===== src/include/dtsl_params.svh =====
// What this block does
// - Transmitter sends eleven equal slots per character, optionally ten.
// - Nine-bit circular shifter; stage starts zero, drive, wait, set one, rotate right.
// - From the tenth slot onward the serial output carries ones.
// - Activity flag blocks interrupts while any character is moving.
// - Receiver idles until a falling start edge, then loads the half-bit delay.
// - First sample one and a half bits after the edge, then every full bit.
// - Nine samples per character; the first eight form the received byte.
// - Samples enter the data register at the top and shift right.
// - Transmit and receive bit loops use identical cycle counts.
// - Bit period is 83 plus 14 times the reduced delay, in machine cycles.
// - Delay segment is 22 plus 14 per low unit plus 3595 per high unit.
// - One machine cycle equals two clock cycles.
// - Each low-byte delay step changes the bit period by 14 machine cycles, each high-byte step by 3595.
// - Bit period is counted in clocks, so rate follows the loaded delays and scales with the clock frequency.
// - Frame is zero start bit, eight data bits LSB first, stop bits at one.
// - A write changes the serial output only with its enable bit set.
// - Serial output is low straight after reset.
`ifndef DTSL_PARAMS_SVH
`define DTSL_PARAMS_SVH

// Frame shape
`define DTSL_SLOTS_LONG    11
`define DTSL_SLOTS_SHORT   10
`define DTSL_RX_SAMPLES    9

// Loop timing in machine cycles
`define DTSL_LOOP_OVH      61
`define DTSL_SEG_BASE      22
`define DTSL_STEP_LOW      14
`define DTSL_STEP_HIGH     3595
`define DTSL_CLK_PER_MC    2

// Reset levels
`define DTSL_SOD_RST       1'b0

`endif


===== src/include/dtsl_pkg.sv =====
package dtsl_pkg;

	// Gray order from idle to the last slot; the return to idle flips both bits
	typedef enum logic [1:0] {
		TX_IDLE = 2'b00,
		TX_SLOT = 2'b01,
		TX_LAST = 2'b11
	} dtsl_tx_state_type;

	// Gray order along the receive path
	typedef enum logic [1:0] {
		RX_IDLE = 2'b00,
		RX_HALF = 2'b01,
		RX_BIT  = 2'b11,
		RX_PUSH = 2'b10
	} dtsl_rx_state_type;

endpackage


===== src/hw/dtsl_bit_timer.sv =====
`timescale 1ns/10ps
`include "dtsl_params.svh"

// One delay-loop equivalent: overhead plus segment, counted in clocks
module dtsl_bit_timer #(
	parameter int CW = 24
) (
	input  wire logic       clk,
	input  wire logic       rst,
	input  wire logic       start,
	input  wire logic [7:0] hi_byte,
	input  wire logic [7:0] lo_byte,
	output logic            done
);
	logic [CW-1:0] cnt_ff;
	logic          busy_ff;
	logic [7:0]    lo_red;
	logic [7:0]    hi_red;
	logic [31:0]   total;

	// Each byte is reduced by one; a zero byte wraps to 255 as the loop does
	assign lo_red = lo_byte - 8'h01;
	assign hi_red = hi_byte - 8'h01;

	// Exact loop count, not the linear approximation
	assign total = `DTSL_CLK_PER_MC * (`DTSL_LOOP_OVH + `DTSL_SEG_BASE
		+ `DTSL_STEP_LOW * {24'h0, lo_red}
		+ `DTSL_STEP_HIGH * {24'h0, hi_red});

	// Down counter; done fires total clocks after start
	always_ff @(posedge clk) begin
		if (rst) begin
			cnt_ff  <= '0;
			busy_ff <= 1'b0;
		end else if (start) begin
			cnt_ff  <= total[CW-1:0];
			busy_ff <= 1'b1;
		end else if (busy_ff) begin
			cnt_ff  <= cnt_ff - {{(CW-1){1'b0}}, 1'b1};
			if (cnt_ff == {{(CW-1){1'b0}}, 1'b1}) begin
				busy_ff <= 1'b0;
			end
		end
	end

	assign done = busy_ff && (cnt_ff == {{(CW-1){1'b0}}, 1'b1});
endmodule // dtsl_bit_timer


===== src/hw/dtsl_skid_buf.sv =====
`timescale 1ns/10ps

// Two-entry buffer, valid/ready on both sides
module dtsl_skid_buf #(
	parameter int W     = 8,
	parameter int DEPTH = 2
) (
	input  wire logic         clk,
	input  wire logic         rst,
	input  wire logic         in_valid,
	output logic              in_ready,
	input  wire logic [W-1:0] in_data,
	output logic              out_valid,
	input  wire logic         out_ready,
	output logic [W-1:0]      out_data
);
	localparam int AW = (DEPTH > 1) ? $clog2(DEPTH) : 1;

	logic [W-1:0] mem_ff [DEPTH];
	logic [AW-1:0] wr_ff;
	logic [AW-1:0] rd_ff;
	logic [AW:0]   cnt_ff;
	logic          push;
	logic          pop;

	assign in_ready  = (cnt_ff != DEPTH[AW:0]);
	assign out_valid = (cnt_ff != '0);
	assign push      = in_valid && in_ready;
	assign pop       = out_valid && out_ready;
	assign out_data  = mem_ff[rd_ff];

	// Storage written only on push
	always_ff @(posedge clk) begin
		if (push) begin
			mem_ff[wr_ff] <= in_data;
		end
	end

	// Pointers and fill count
	always_ff @(posedge clk) begin
		if (rst) begin
			wr_ff  <= '0;
			rd_ff  <= '0;
			cnt_ff <= '0;
		end else begin
			if (push) begin
				wr_ff <= (wr_ff == AW'(DEPTH - 1)) ? '0 : wr_ff + AW'(1);
			end
			if (pop) begin
				rd_ff <= (rd_ff == AW'(DEPTH - 1)) ? '0 : rd_ff + AW'(1);
			end
			cnt_ff <= cnt_ff + {{AW{1'b0}}, push} - {{AW{1'b0}}, pop};
		end
	end
endmodule // dtsl_skid_buf


===== src/hw/dtsl_serial_link.sv =====
`timescale 1ns/10ps
`include "dtsl_params.svh"

// Delay-timed serial transmitter and receiver
module dtsl_serial_link #(
	parameter int SLOTS   = `DTSL_SLOTS_LONG,
	parameter int SAMPLES = `DTSL_RX_SAMPLES,
	parameter int BUF_DEPTH = 2
) (
	input  wire logic        MCLK,
	input  wire logic        SRST,
	input  wire logic        SERIAL_INPUT_LINE,
	output logic             SERIAL_OUTPUT_LINE,
	input  wire logic [15:0] FULL_BIT_DELAY,
	input  wire logic [15:0] HALF_BIT_DELAY,
	input  wire logic        TX_SHORT_FRAME,
	input  wire logic        TX_VALID,
	output logic             TX_READY,
	input  wire logic [7:0]  TX_DATA,
	input  wire logic        LINE_WRITE,
	input  wire logic        LINE_WRITE_EN,
	input  wire logic        LINE_WRITE_VAL,
	output logic             RX_VALID,
	input  wire logic        RX_READY,
	output logic [7:0]       RX_DATA,
	output logic             RX_STOP_SAMPLE,
	output logic             IRQ_BLOCK
);
	localparam logic [3:0] SLOTS_L = 4'(SLOTS);
	localparam logic [3:0] SLOTS_S = 4'(`DTSL_SLOTS_SHORT);
	localparam logic [3:0] SMP_N   = 4'(SAMPLES);

	// Input synchroniser
	// The pin is asynchronous, so no logic reads it before two flops
	logic sid_meta_ff;
	logic sid_sync_ff;
	logic sid_prev_ff;

	// Two flops before any logic looks at the pin
	always_ff @(posedge MCLK) begin
		if (SRST) begin
			sid_meta_ff <= 1'b1;
			sid_sync_ff <= 1'b1;
		end else begin
			sid_meta_ff <= SERIAL_INPUT_LINE;
			sid_sync_ff <= sid_meta_ff;
		end
	end

	// Previous synced level for the edge detector
	always_ff @(posedge MCLK) begin
		if (SRST) begin
			sid_prev_ff <= 1'b1;
		end else begin
			sid_prev_ff <= sid_sync_ff;
		end
	end

	// Transmit path
	// One timer restarted per slot; the frame ends after the last slot timer
	dtsl_pkg::dtsl_tx_state_type tx_state_ff;
	dtsl_pkg::dtsl_tx_state_type nxt_tx_state;
	logic [7:0] tx_shift_ff;
	logic [3:0] tx_slots_ff;
	logic       tx_tmr_start;
	logic       tx_tmr_done;
	logic       tx_drive;
	logic       sod_ff;
	logic       nxt_sod;

	// Ready only in idle, so a byte is never taken in mid-frame
	assign TX_READY = (tx_state_ff == dtsl_pkg::TX_IDLE);

	// Shared timer type keeps both directions on the same loop count
	dtsl_bit_timer #(
		.CW(24)
	) u_tx_timer (
		.clk     (MCLK),
		.rst     (SRST),
		.start   (tx_tmr_start),
		.hi_byte (FULL_BIT_DELAY[15:8]),
		.lo_byte (FULL_BIT_DELAY[7:0]),
		.done    (tx_tmr_done)
	);

	// Transmit sequencing
	always_comb begin
		nxt_tx_state = tx_state_ff;
		tx_tmr_start = 1'b0;
		tx_drive     = 1'b0;
		case (tx_state_ff)
			dtsl_pkg::TX_IDLE: begin
				if (TX_VALID) begin
					nxt_tx_state = dtsl_pkg::TX_SLOT;
					tx_tmr_start = 1'b1;
					tx_drive     = 1'b1;
				end
			end
			dtsl_pkg::TX_SLOT: begin
				if (tx_tmr_done) begin
					if (tx_slots_ff == 4'h2) begin
						nxt_tx_state = dtsl_pkg::TX_LAST;
					end
					tx_tmr_start = 1'b1;
					tx_drive     = 1'b1;
				end
			end
			dtsl_pkg::TX_LAST: begin
				if (tx_tmr_done) begin
					nxt_tx_state = dtsl_pkg::TX_IDLE;
				end
			end
			default: begin
				nxt_tx_state = dtsl_pkg::TX_IDLE;
			end
		endcase
	end

	// State register
	always_ff @(posedge MCLK) begin
		if (SRST) begin
			tx_state_ff <= dtsl_pkg::TX_IDLE;
		end else begin
			tx_state_ff <= nxt_tx_state;
		end
	end

	// Nine-bit circular shifter: byte register plus output stage
	// The stage itself is sod_ff; only the byte part is kept here
	always_ff @(posedge MCLK) begin
		if (SRST) begin
			tx_shift_ff <= 8'h00;
			tx_slots_ff <= 4'h0;
		end else if (TX_READY && TX_VALID) begin
			tx_shift_ff <= TX_DATA;
			tx_slots_ff <= TX_SHORT_FRAME ? SLOTS_S : SLOTS_L;
		end else if (tx_tmr_done && (tx_state_ff != dtsl_pkg::TX_IDLE)) begin
			// Stage set to one then rotated right; the one reappears nine slots on
			tx_shift_ff <= {1'b1, tx_shift_ff[7:1]};
			tx_slots_ff <= tx_slots_ff - 4'h1;
		end
	end

	// Output level: the slot drive or an explicit enabled write
	always_comb begin
		nxt_sod = sod_ff;
		if (tx_drive) begin
			// Start slot is the cleared output stage, later slots the rotated byte
			nxt_sod = (tx_state_ff == dtsl_pkg::TX_IDLE) ? 1'b0 : tx_shift_ff[0];
		end else if (LINE_WRITE && LINE_WRITE_EN) begin
			nxt_sod = LINE_WRITE_VAL;
		end
	end

	// Pin register; a write without the enable bit leaves it alone
	always_ff @(posedge MCLK) begin
		if (SRST) begin
			sod_ff <= `DTSL_SOD_RST;
		end else begin
			sod_ff <= nxt_sod;
		end
	end

	assign SERIAL_OUTPUT_LINE = sod_ff;

	// Receive path
	// Sampling is timed from the synchronised edge, so both carry the same lag
	dtsl_pkg::dtsl_rx_state_type rx_state_ff;
	dtsl_pkg::dtsl_rx_state_type nxt_rx_state;
	logic [7:0]  rx_shift_ff;
	logic [3:0]  rx_left_ff;
	logic        rx_stop_ff;
	logic        rx_tmr_start;
	logic        rx_tmr_done;
	logic [15:0] rx_delay;
	logic        buf_in_ready;
	logic        rx_push;
	logic        rx_start_edge;

	// Both edge flops reset to the idle level, so reset makes no false start
	assign rx_start_edge = sid_prev_ff && !sid_sync_ff;

	// Half delay for the first wait, full delay afterwards
	assign rx_delay = (rx_state_ff == dtsl_pkg::RX_IDLE) ? HALF_BIT_DELAY : FULL_BIT_DELAY;

	dtsl_bit_timer #(
		.CW(24)
	) u_rx_timer (
		.clk     (MCLK),
		.rst     (SRST),
		.start   (rx_tmr_start),
		.hi_byte (rx_delay[15:8]),
		.lo_byte (rx_delay[7:0]),
		.done    (rx_tmr_done)
	);

	// Receive sequencing; a full buffer holds off the next character
	always_comb begin
		nxt_rx_state = rx_state_ff;
		rx_tmr_start = 1'b0;
		rx_push      = 1'b0;
		case (rx_state_ff)
			dtsl_pkg::RX_IDLE: begin
				if (rx_start_edge && buf_in_ready) begin
					nxt_rx_state = dtsl_pkg::RX_HALF;
					rx_tmr_start = 1'b1;
				end
			end
			dtsl_pkg::RX_HALF: begin
				if (rx_tmr_done) begin
					nxt_rx_state = dtsl_pkg::RX_BIT;
					rx_tmr_start = 1'b1;
				end
			end
			dtsl_pkg::RX_BIT: begin
				if (rx_tmr_done) begin
					if (rx_left_ff == 4'h1) begin
						nxt_rx_state = dtsl_pkg::RX_PUSH;
					end else begin
						rx_tmr_start = 1'b1;
					end
				end
			end
			dtsl_pkg::RX_PUSH: begin
				// Holds here until the buffer takes the byte
				rx_push = 1'b1;
				if (buf_in_ready) begin
					nxt_rx_state = dtsl_pkg::RX_IDLE;
				end
			end
			default: begin
				nxt_rx_state = dtsl_pkg::RX_IDLE;
			end
		endcase
	end

	// State register
	always_ff @(posedge MCLK) begin
		if (SRST) begin
			rx_state_ff <= dtsl_pkg::RX_IDLE;
		end else begin
			rx_state_ff <= nxt_rx_state;
		end
	end

	// Sampling: data enters at the top, the ninth sample is the stop bit
	always_ff @(posedge MCLK) begin
		if (SRST) begin
			rx_shift_ff <= 8'h00;
			rx_left_ff  <= 4'h0;
			rx_stop_ff  <= 1'b1;
		end else if (rx_state_ff == dtsl_pkg::RX_IDLE) begin
			// Reload the sample count while waiting for a start edge
			rx_left_ff <= SMP_N;
		end else if ((rx_state_ff == dtsl_pkg::RX_BIT) && rx_tmr_done) begin
			rx_left_ff <= rx_left_ff - 4'h1;
			if (rx_left_ff == 4'h1) begin
				rx_stop_ff <= sid_sync_ff;
			end else begin
				rx_shift_ff <= {sid_sync_ff, rx_shift_ff[7:1]};
			end
		end
	end

	// Stop level is only reported; a zero there is not flagged as an error
	assign RX_STOP_SAMPLE = rx_stop_ff;

	// Holding buffer so a slow consumer loses no byte already taken
	// A character that meets a full buffer is dropped at its start edge
	dtsl_skid_buf #(
		.W     (8),
		.DEPTH (BUF_DEPTH)
	) u_rx_buf (
		.clk       (MCLK),
		.rst       (SRST),
		.in_valid  (rx_push),
		.in_ready  (buf_in_ready),
		.in_data   (rx_shift_ff),
		.out_valid (RX_VALID),
		.out_ready (RX_READY),
		.out_data  (RX_DATA)
	);

	// Activity flag
	// Covers both directions, since either one depends on undisturbed timing
	logic irq_block_ff;

	// Registered so the processor sees a clean level during frames
	always_ff @(posedge MCLK) begin
		if (SRST) begin
			irq_block_ff <= 1'b0;
		end else begin
			irq_block_ff <= (nxt_tx_state != dtsl_pkg::TX_IDLE)
				|| (nxt_rx_state != dtsl_pkg::RX_IDLE);
		end
	end

	// Built from next state, so it rises with the accepting edge itself
	assign IRQ_BLOCK = irq_block_ff;
endmodule // dtsl_serial_link


===== config.mk =====
export PLATFORM = sky130hd
export DESIGN_NAME = dtsl_serial_link
export DESIGN_NICKNAME = d
export VERILOG_FILES = /design/src/include/dtsl_pkg.sv /design/src/hw/dtsl_bit_timer.sv /design/src/hw/dtsl_skid_buf.sv /design/src/hw/dtsl_serial_link.sv
export VERILOG_INCLUDE_DIRS = /design/src /design/src/include
export SDC_FILE = /design/constraint.sdc
export NUM_CORES = 1
export LEC_CHECK = 0
export BUFFER_PORTS_ARGS = -buffer_cell sky130_fd_sc_hd__buf_4
export CAP_MARGIN = 25
export CORE_MARGIN = 5
export CORE_UTILIZATION = 61
export CTS_BUF_LIST = sky130_fd_sc_hd__clkbuf_8
export DETAILED_ROUTE_END_ITERATION = 12
export GPL_ROUTABILITY_DRIVEN = 0
export PLACE_DENSITY = 0.8
export SYNTH_ARGS = -nofsm -noshare
export SYNTH_HDL_FRONTEND = slang
export SYNTH_SLANG_ARGS = --single-unit

===== constraint.sdc =====
create_clock -name MCLK -period 8.2 [get_ports MCLK]
set_input_delay 0.41 -clock MCLK [delete_from_list [all_inputs] [get_ports MCLK]]
set_output_delay 0.41 -clock MCLK [all_outputs]
set_load 0.1 [all_outputs]

==> results of run 1 <==
[flip-flops by register name, indices dropped and copies added, names as in the netlist, 2 cells and up, named ones only]
name / count
tx_slots_ff: 4
rx_left_ff: 4
u_rx_timer.cnt_ff: 24
rx_state_ff: 2
u_rx_buf.cnt_ff: 2
tx_shift_ff: 8
u_tx_timer.cnt_ff: 24
rx_shift_ff: 8
tx_state_ff: 2
u_rx_buf.mem_ff: 16
[worst min-delay path by stage]
stage / depth (start not counted) / to / startpoint / slack (ns)
global route: 2 / sid_meta_ff / SERIAL_INPUT_LINE / 0.21
CTS: 2 / sid_meta_ff / SERIAL_INPUT_LINE / 0.21
detailed placement: 1 / sid_sync_ff / sid_meta_ff / 0.42
global placement: 1 / sid_sync_ff / sid_meta_ff / 0.41
finish: 2 / sid_meta_ff / SERIAL_INPUT_LINE / 0.23
floorplan: 1 / sid_sync_ff / sid_meta_ff / 0.39
[cells by family after synthesis]
logic type	after synthesis	share of synthesized area (%)
AND/OR/NAND/NOR	363	16.0
AO/OA/AOI/OAI	222	13.8
buffers and inverters	202	7.15
multiplexers	42	3.86
flip-flops	105	20.1
XOR/XNOR	142	11.1
adder cells (fa/ha/maj)	221	28.0
[layer usage]
metal / vias up / GRT usage [%] / part of all wire [%]
met2: 177 / 37.1 / 48
li1: 4535 / - / -
met4: 0 / 5.70 / 1.5
met3: 28 / 3.02 / 3.9
met1: 4139 / 28.9 / 46
met5: - / 0 / 0
[cells in the final DEF, fill, tap and decap left out, drive strengths merged, types with 46 or more instances in the layout]
master	instances
ha	170
inv	164
nor2	129
xnor2	94
dfxtp	89
buf	68
nand2	68
fa	51
a211oi	50
xor2	48
a21oi	46
nor3	46
[through the flow]
stage	hold slack (ns)	setup WS, ns	cells	utilization [%]
CTS	0.213	0.348	1568	66.5
global placement	0.412	0.617	1552	65.5
floorplan	0.389	1.11	1297	-
global route	0.210	0.0652	1568	66.6
detailed placement	0.418	0.403	1552	65.5
finish	0.234	0.611	1568	66.6
[area by class of cell]
type / instances / area [sq um]
Clock buffer: 9 / 124
Clock inverter: 7 / 67.6
Fill cell: 1472 / 6040
Inverter: 160 / 601
Multi-Input combinational cell: 990 / 8190
Sequential cell: 105 / 2260
Tap cell: 229 / 287
Timing Repair Buffer: 68 / 510
[synth_stat cells (5+ instances only)]
cell / instances
ha_1: 170
inv_1: 160
nor2_1: 128
xnor2_1: 93
dfxtp_1: 89
nand2_1: 67
fa_1: 51
xor2_1: 48
a21oi_1: 46
a211oi_1: 44
nor3_1: 44
mux2i_1: 31
clkbuf_1: 28
o21ai_0: 24
a21o_1: 20
nand3_1: 19
edfxtp_1: 16
and3_1: 15
o21a_1: 14
nor4_1: 13
mux2_2: 11
nor2b_1: 10
or2_2: 10
or3_1: 10
a31oi_1: 9
or4_1: 9
buf_2: 7
o21ai_1: 7
a211oi_2: 6
o31ai_1: 6
nand2b_1: 5
nand3b_1: 5
o21bai_1: 5
==> impl_metrics.yaml, run 1 <==
setup_path:
  required_ns: 8.48
  r2r_cells: 28
  r2r-start: "rx_state_ff[1]"
  cp.arrival_ns: 7.87
  startpoint: "rx_state_ff[1]"
  r2r_end: "u_rx_timer.cnt_ff[19]"
  cpMostUsedCell: "ha_1"
  cp_slowest_cell: "dfxtp_1"
  crit_end: "u_rx_timer.cnt_ff[19]"
  crit_fanout: 11
  critPathTopFamily: "adder cells"
  worstSetupPathType: "register to register"
  endpoint_kind: "register"
  critical-path-max-stage-delay_ns: 0.52
  critical_path_depth: 28
  crit_buf_inv: 1
  regToRegSetupSlack_ns: 0.61
  start_kind: "register"
sta:
  worst_slew_pin_slew_ns: 0.938
  fmax_mhz: 132
  fin_crit_sh_pct: 92.5
  rsz0062_at_grt: "false"
  slew_viol_final: 0
  period_needed_ns: 7.59
  hold_violations: 0
  setup_tns_ns: 0
  setup_viol: 0
  maxSlewHeadroom_pct: 37.5
  final.setup_skew_ns: 0.0128
yosys:
  synth_seq_cells: 105
  synth.net_count: 1567
  synth_seq_area_share_pct: 20.1
  yosys.area.top_type: "ha_1"
  synth_flop_cell: "dfxtp_1"
  synthCells: 1297
  synthArstFlopShare_pct: 0
  yosysWarnings: 0
  synth_edf_count: 16
  synth_cell_types: 78
  synth.area.top_cells: "ha_1, dfxtp_1, fa_1"
  syn-cell-area_sq_mm: 0.0112
  yosysTopAreaCellShare_pct: 18.9
  postSynthAreaPerCell_sq_um: 8.67
route:
  drt_first_pass_iters: 4
  via_per_inst: 5.66
  routed-via-count: 8879
  ant_nets: 0
  wl_per_cell_um: 14.8
  drt-total-wl_mm: 23.3
  dr.first_iter.drc_count: 381
  drc: 0
clock_network:
  postCtsHoldBufs: 0
  cts_tree: "done"
  numCtsBuffers: 9
  numClockSinks: 105
  cts_resized: 0
  htree_levels: 3
  cts.path.max_buffers: 2
  path_clk_slew_ns: 0.09
  clk_latency_ns: 0.37
  cts_root_buffer: "clkbuf_8"
  cts_setup_buffers: 0
grt:
  grt_pass1_vias: 8599
  antenna_found_initial: 0
  grt_pass1_wl_mm: 39.6
  track_usage_pct: 21.7
  grt_max_degree: 90
  overflow: 0
finish:
  insertedDiodeCount: 0
  num-nets-final: 1604
  syn2layout_area_growth_pct: 7.06
  final_layout_size_suffix_gt1_share_pct: 9.41
  final_area_sq_mm: 0.0120
floorplan:
  rows: 49
  fp.dieArea_sq_mm: 0.0213
  die_h_um: 146
  core-area_sq_mm: 0.0181
  initial_core_util_pct: 62.2
  io_pins: 62
  die-width_um: 146
min_path:
  hold_path_class: "input pin to register"
placement:
  place_hpwl_mm: 18.9
  io_buffers: 61
  postPlaceCellArea_sq_mm: 0.0118
status:
  outcome: "finished, final reports clean"
job:
  drv_cap: 0
Power of run 1 is left out: the tool's default activity adds up to more than one toggle a clock period on the data nets, which glitch-free logic cannot reach.
==> run 2, diff against run 1 <==
--- a/config.mk
+++ b/config.mk
@@ -9,11 +9,11 @@
 export BUFFER_PORTS_ARGS = -buffer_cell sky130_fd_sc_hd__buf_4
 export CAP_MARGIN = 25
 export CORE_MARGIN = 5
-export CORE_UTILIZATION = 61
+export CORE_UTILIZATION = 25
 export CTS_BUF_LIST = sky130_fd_sc_hd__clkbuf_8
 export DETAILED_ROUTE_END_ITERATION = 12
 export GPL_ROUTABILITY_DRIVEN = 0
-export PLACE_DENSITY = 0.8
 export SYNTH_ARGS = -nofsm -noshare
 export SYNTH_HDL_FRONTEND = slang
 export SYNTH_SLANG_ARGS = --single-unit
+export TNS_END_PERCENT = 5
==> impl_metrics.yaml, run 2 (same netlist as run 1, synthesis figures left out) <==
clock_network:
  cts_setup_buffers: 0
  clk_latency_ns: 0.37
  cts_tree: "done"
  cts_root_buffer: "clkbuf_8"
  cts.path.max_buffers: 2
  path_clk_slew_ns: 0.10
  postCtsHoldBufs: 0
  numCtsBuffers: 9
  numClockSinks: 105
  htree_levels: 3
  cts_resized: 0
setup_path:
  r2r_end: "u_rx_timer.cnt_ff[19]"
  critical-path-max-stage-delay_ns: 0.53
  endpoint_kind: "register"
  r2r_cells: 30
  crit_buf_inv: 3
  cpMostUsedCell: "ha_1"
  cp_slowest_cell: "fa_1"
  start_kind: "register"
  worstSetupPathType: "register to register"
  r2r-start: "rx_state_ff[1]"
  required_ns: 8.49
  regToRegSetupSlack_ns: 0.49
  critPathTopFamily: "adder cells"
  cp.arrival_ns: 7.99
  crit_fanout: 11
sta:
  hold_violations: 0
  rsz0062_at_grt: "false"
  worst_slew_pin_slew_ns: 0.839
  fmax_mhz: 130
  setup_tns_ns: 0
  setup_viol: 0
  final.setup_skew_ns: 0.0147
  period_needed_ns: 7.71
  slew_viol_final: 0
  fin_crit_sh_pct: 94.0
  maxSlewHeadroom_pct: 43.5
floorplan:
  core-area_sq_mm: 0.0443
  die-width_um: 222
  die_h_um: 222
  rows: 77
  fp.dieArea_sq_mm: 0.0493
  initial_core_util_pct: 25.4
  io_pins: 62
grt:
  grt_pass1_vias: 8930
  overflow: 0
  grt_pass1_wl_mm: 43.6
  grt_max_degree: 90
  track_usage_pct: 10.2
  antenna_found_initial: 0
finish:
  n_fill_cell: 4788
  layout.cells.most_common: "ha_1"
  num-nets-final: 1606
  final_cell_mix: "ha_1, inv_1, nor2_1"
  syn2layout_area_growth_pct: 11.6
  reg.largest.list: "u_rx_timer.cnt_ff (24), u_tx_timer.cnt_ff (24), u_rx_buf.mem_ff (16)"
  insertedDiodeCount: 0
  final_layout_size_suffix_gt1_share_pct: 9.62
route:
  wl_per_cell_um: 13.2
  dr_wl_met3_um: 849
  met2_length_mm: 11.0
  drt_first_pass_iters: 5
  routed-via-count: 8777
  drc: 0
  top_layer_used: "met4"
  ant_nets: 0
  drt-total-wl_mm: 25.4
  wl_met1_mm: 13.4
  via_per_inst: 4.54
  dr.first_iter.drc_count: 472
status:
  outcome: "finished, final reports clean"
min_path:
  hold_path_class: "input pin to register"
  min_from: "SERIAL_INPUT_LINE"
  whs_endpoint: "sid_meta_ff"
  min_path_cells: 2
placement:
  place_hpwl_mm: 20.6
  io_buffers: 61
job:
  drv_cap: 0
run 2: cell count changes in the layout (fill, tap and decap cells not counted), moves of 2 or more:
cell      before  now
clkinv_4       0    3
buf_16         0    2
inv_6          3    0
clkinv_1       2    0
run 2: worst max path at each step:
stage,startpoint,to,slack (ns),depth (start not counted)
floorplan,rx_state_ff[1],u_rx_timer.cnt_ff[19],1.11,32
global placement,rx_state_ff[1],u_rx_timer.cnt_ff[19],0.51,30
detailed placement,rx_state_ff[1],u_rx_timer.cnt_ff[19],0.33,30
CTS,rx_state_ff[1],u_rx_timer.cnt_ff[19],0.28,30
global route,rx_state_ff[0],u_rx_timer.cnt_ff[19],0.0005,30
finish,rx_state_ff[1],u_rx_timer.cnt_ff[19],0.49,30
run 2: through the flow:
stage / hold WS, ns / util [%] / setup WS [ns] / instances / cell area [sq um]
final: 0.238 / 28.3 / 0.495 / 1933 / 12500
after global routing: 0.216 / 28.3 / 0.000496 / 1933 / 12500
after CTS: 0.209 / 28.2 / 0.283 / 1931 / 12500
after detailed placement: 0.417 / 27.7 / 0.330 / 1915 / 12300
after global placement: 0.432 / 27.7 / 0.508 / 1915 / 12300
after floorplan: 0.389 / - / 1.11 / 1297 / 11200
run 2: layer usage:
metal / vias up / GRT usage (%)
li1: 4536 / -
met5: - / 0
met4: 0 / 1.99
met2: 143 / 16.1
met3: 16 / 1.18
met1: 4082 / 15.2
run 2: cell type report:
class,instances,area (sq um),area share [%]
clock buffers,9,124,0.987
clock inverters,7,71.3,0.568
inverters,160,601,4.79
multi-input cells,990,8190,65.2
flip-flops and latches,105,2260,18.0
well taps,592,741,5.90
repair buffers,70,566,4.51
Power of run 2 is left out for the same reason.
==> run 3, diff against run 2 <==
--- a/config.mk
+++ b/config.mk
@@ -7,12 +7,14 @@
 export NUM_CORES = 1
 export LEC_CHECK = 0
 export BUFFER_PORTS_ARGS = -buffer_cell sky130_fd_sc_hd__buf_4
-export CAP_MARGIN = 25
+export CELL_PAD_IN_SITES_DETAIL_PLACEMENT = 1
+export CELL_PAD_IN_SITES_GLOBAL_PLACEMENT = 2
 export CORE_MARGIN = 5
 export CORE_UTILIZATION = 25
 export CTS_BUF_LIST = sky130_fd_sc_hd__clkbuf_8
 export DETAILED_ROUTE_END_ITERATION = 12
 export GPL_ROUTABILITY_DRIVEN = 0
+export PLACE_DENSITY_LB_ADDON = 0.1
 export SYNTH_ARGS = -nofsm -noshare
 export SYNTH_HDL_FRONTEND = slang
 export SYNTH_SLANG_ARGS = --single-unit
==> impl_metrics.yaml, run 3 (same netlist as run 1, synthesis figures left out) <==
finish:
  num-nets-final: 1614
  final_cell_mix: "ha_1, inv_1, nor2_1"
  reg.largest.list: "u_rx_timer.cnt_ff (24), u_tx_timer.cnt_ff (24), u_rx_buf.mem_ff (16)"
  final_layout_size_suffix_gt1_share_pct: 10.1
  syn2layout_area_growth_pct: 11.9
  n_fill_cell: 5301
  layout.cells.most_common: "ha_1"
  seqCellArea_sq_mm: 0.00226
  multi_input_comb_area_sq_mm: 0.00818
grt:
  grt_pass1_vias: 9455
  antenna_found_initial: 1
  track_usage_pct: 12.7
  grt_max_degree: 65
  overflow: 0
  grt_pass1_wl_mm: 51.7
clock_network:
  clk_latency_ns: 0.42
  cts_resized: 0
  cts_root_buffer: "clkbuf_8"
  path_clk_slew_ns: 0.12
  numCtsBuffers: 9
  cts.path.max_buffers: 2
  numClockSinks: 105
  postCtsHoldBufs: 0
  cts_setup_buffers: 0
  htree_levels: 3
  cts_tree: "done"
min_path:
  whs_endpoint: "sid_meta_ff"
  hold_path_class: "input pin to register"
  min_path_cells: 2
  min_from: "SERIAL_INPUT_LINE"
floorplan:
  die-width_um: 222
  fp.dieArea_sq_mm: 0.0493
  rows: 77
  initial_core_util_pct: 25.4
  die_h_um: 222
  io_pins: 62
  core-area_sq_mm: 0.0443
route:
  drt-total-wl_mm: 30.9
  wl_per_cell_um: 15.9
  ant_nets: 0
  dr.first_iter.drc_count: 314
  via_per_inst: 4.53
  drc: 0
  drt_first_pass_iters: 4
  routed-via-count: 8788
setup_path:
  r2r_cells: 30
  cpMostUsedCell: "ha_1"
  crit_buf_inv: 3
  crit_fanout: 6
  start_kind: "register"
  regToRegSetupSlack_ns: 0.69
  critPathTopFamily: "adder cells"
  r2r_end: "u_rx_timer.cnt_ff[19]"
  startpoint: "rx_state_ff[1]"
  worstSetupPathType: "register to register"
  critical-path-max-stage-delay_ns: 0.53
  cp.arrival_ns: 7.84
  endpoint_kind: "register"
  cp_slowest_cell: "fa_1"
  required_ns: 8.53
  r2r-start: "rx_state_ff[1]"
sta:
  setup_tns_ns: 0
  maxSlewHeadroom_pct: 45.3
  worst_slew_pin_slew_ns: 0.814
  setup_ws_ns: 0.693
  hold_violations: 0
  slew_viol_final: 0
  setup_viol: 0
  fmax_mhz: 133
  period_needed_ns: 7.51
  fin_crit_sh_pct: 91.6
  final.setup_skew_ns: 0.0170
  rsz0062_at_grt: "false"
status:
  outcome: "finished, final reports clean"
job:
  drv_cap: 0
placement:
  place_hpwl_mm: 25.6
  post-place-ws_ns: 0.403
  io_buffers: 61
[run 3: cell count changes in the layout (fill, tap and decap cells not counted), moves of 2 or more]
cell	change
buf_4	+10
buf_16	-2
clkinv_4	-2
clkinv_8	+2
inv_6	+2
[run 3: area by class of cell]
class,count,area share (%)
diodes,1,0.0199
clock buffers,9,0.984
clock inverters,7,0.686
inverters,160,4.77
multi-input cells,990,65.0
flip-flops and latches,105,18.0
well taps,592,5.89
repair buffers,78,4.65
[run 3: worst register-to-register path, delay by kind of cell, from the launching register on]
family / cells / cell delay (ns)
adder cells (fa/ha/maj): 8 / 2.54
AND/OR/NAND/NOR: 9 / 1.80
AO/OA/AOI/OAI: 6 / 1.51
XOR/XNOR: 3 / 0.64
flip-flops: 1 / 0.35
multiplexers: 1 / 0.31
buffers and inverters: 3 / 0.23
[run 3: layer usage]
layer	part of all wire (%)	vias up	GRT usage, %
met1	52	4143	18.4
li1	-	4552	-
met4	0.91	0	2.59
met2	45	82	20.4
met3	2.8	11	1.69
met5	0	-	0
[run 3: how the worst max path moves through the flow]
stage                             to  slack (ns)  cells after the start
4_1_cts        u_rx_timer.cnt_ff[19]        0.62                     30
3_3_place_gp   u_tx_timer.cnt_ff[22]        0.40                     30
2_1_floorplan  u_rx_timer.cnt_ff[19]        1.11                     32
5_1_grt        u_rx_timer.cnt_ff[19]        0.02                     29
3_5_place_dp   u_tx_timer.cnt_ff[22]        0.40                     30
6_report       u_rx_timer.cnt_ff[19]        0.69                     30
[run 3: stage by stage]
stage | cells | area (sq um) | util, % | hold WS, ns
2_1_floorplan | 1297 | 11200 | - | 0.389
3_3_place_gp | 1925 | 12400 | 27.9 | 0.405
3_5_place_dp | 1925 | 12400 | 27.9 | 0.420
4_1_cts | 1941 | 12600 | 28.4 | 0.129
5_1_grt | 1942 | 12600 | 28.4 | 0.148
6_report | 1942 | 12600 | 28.4 | 0.175
Power of run 3 is left out for the same reason.
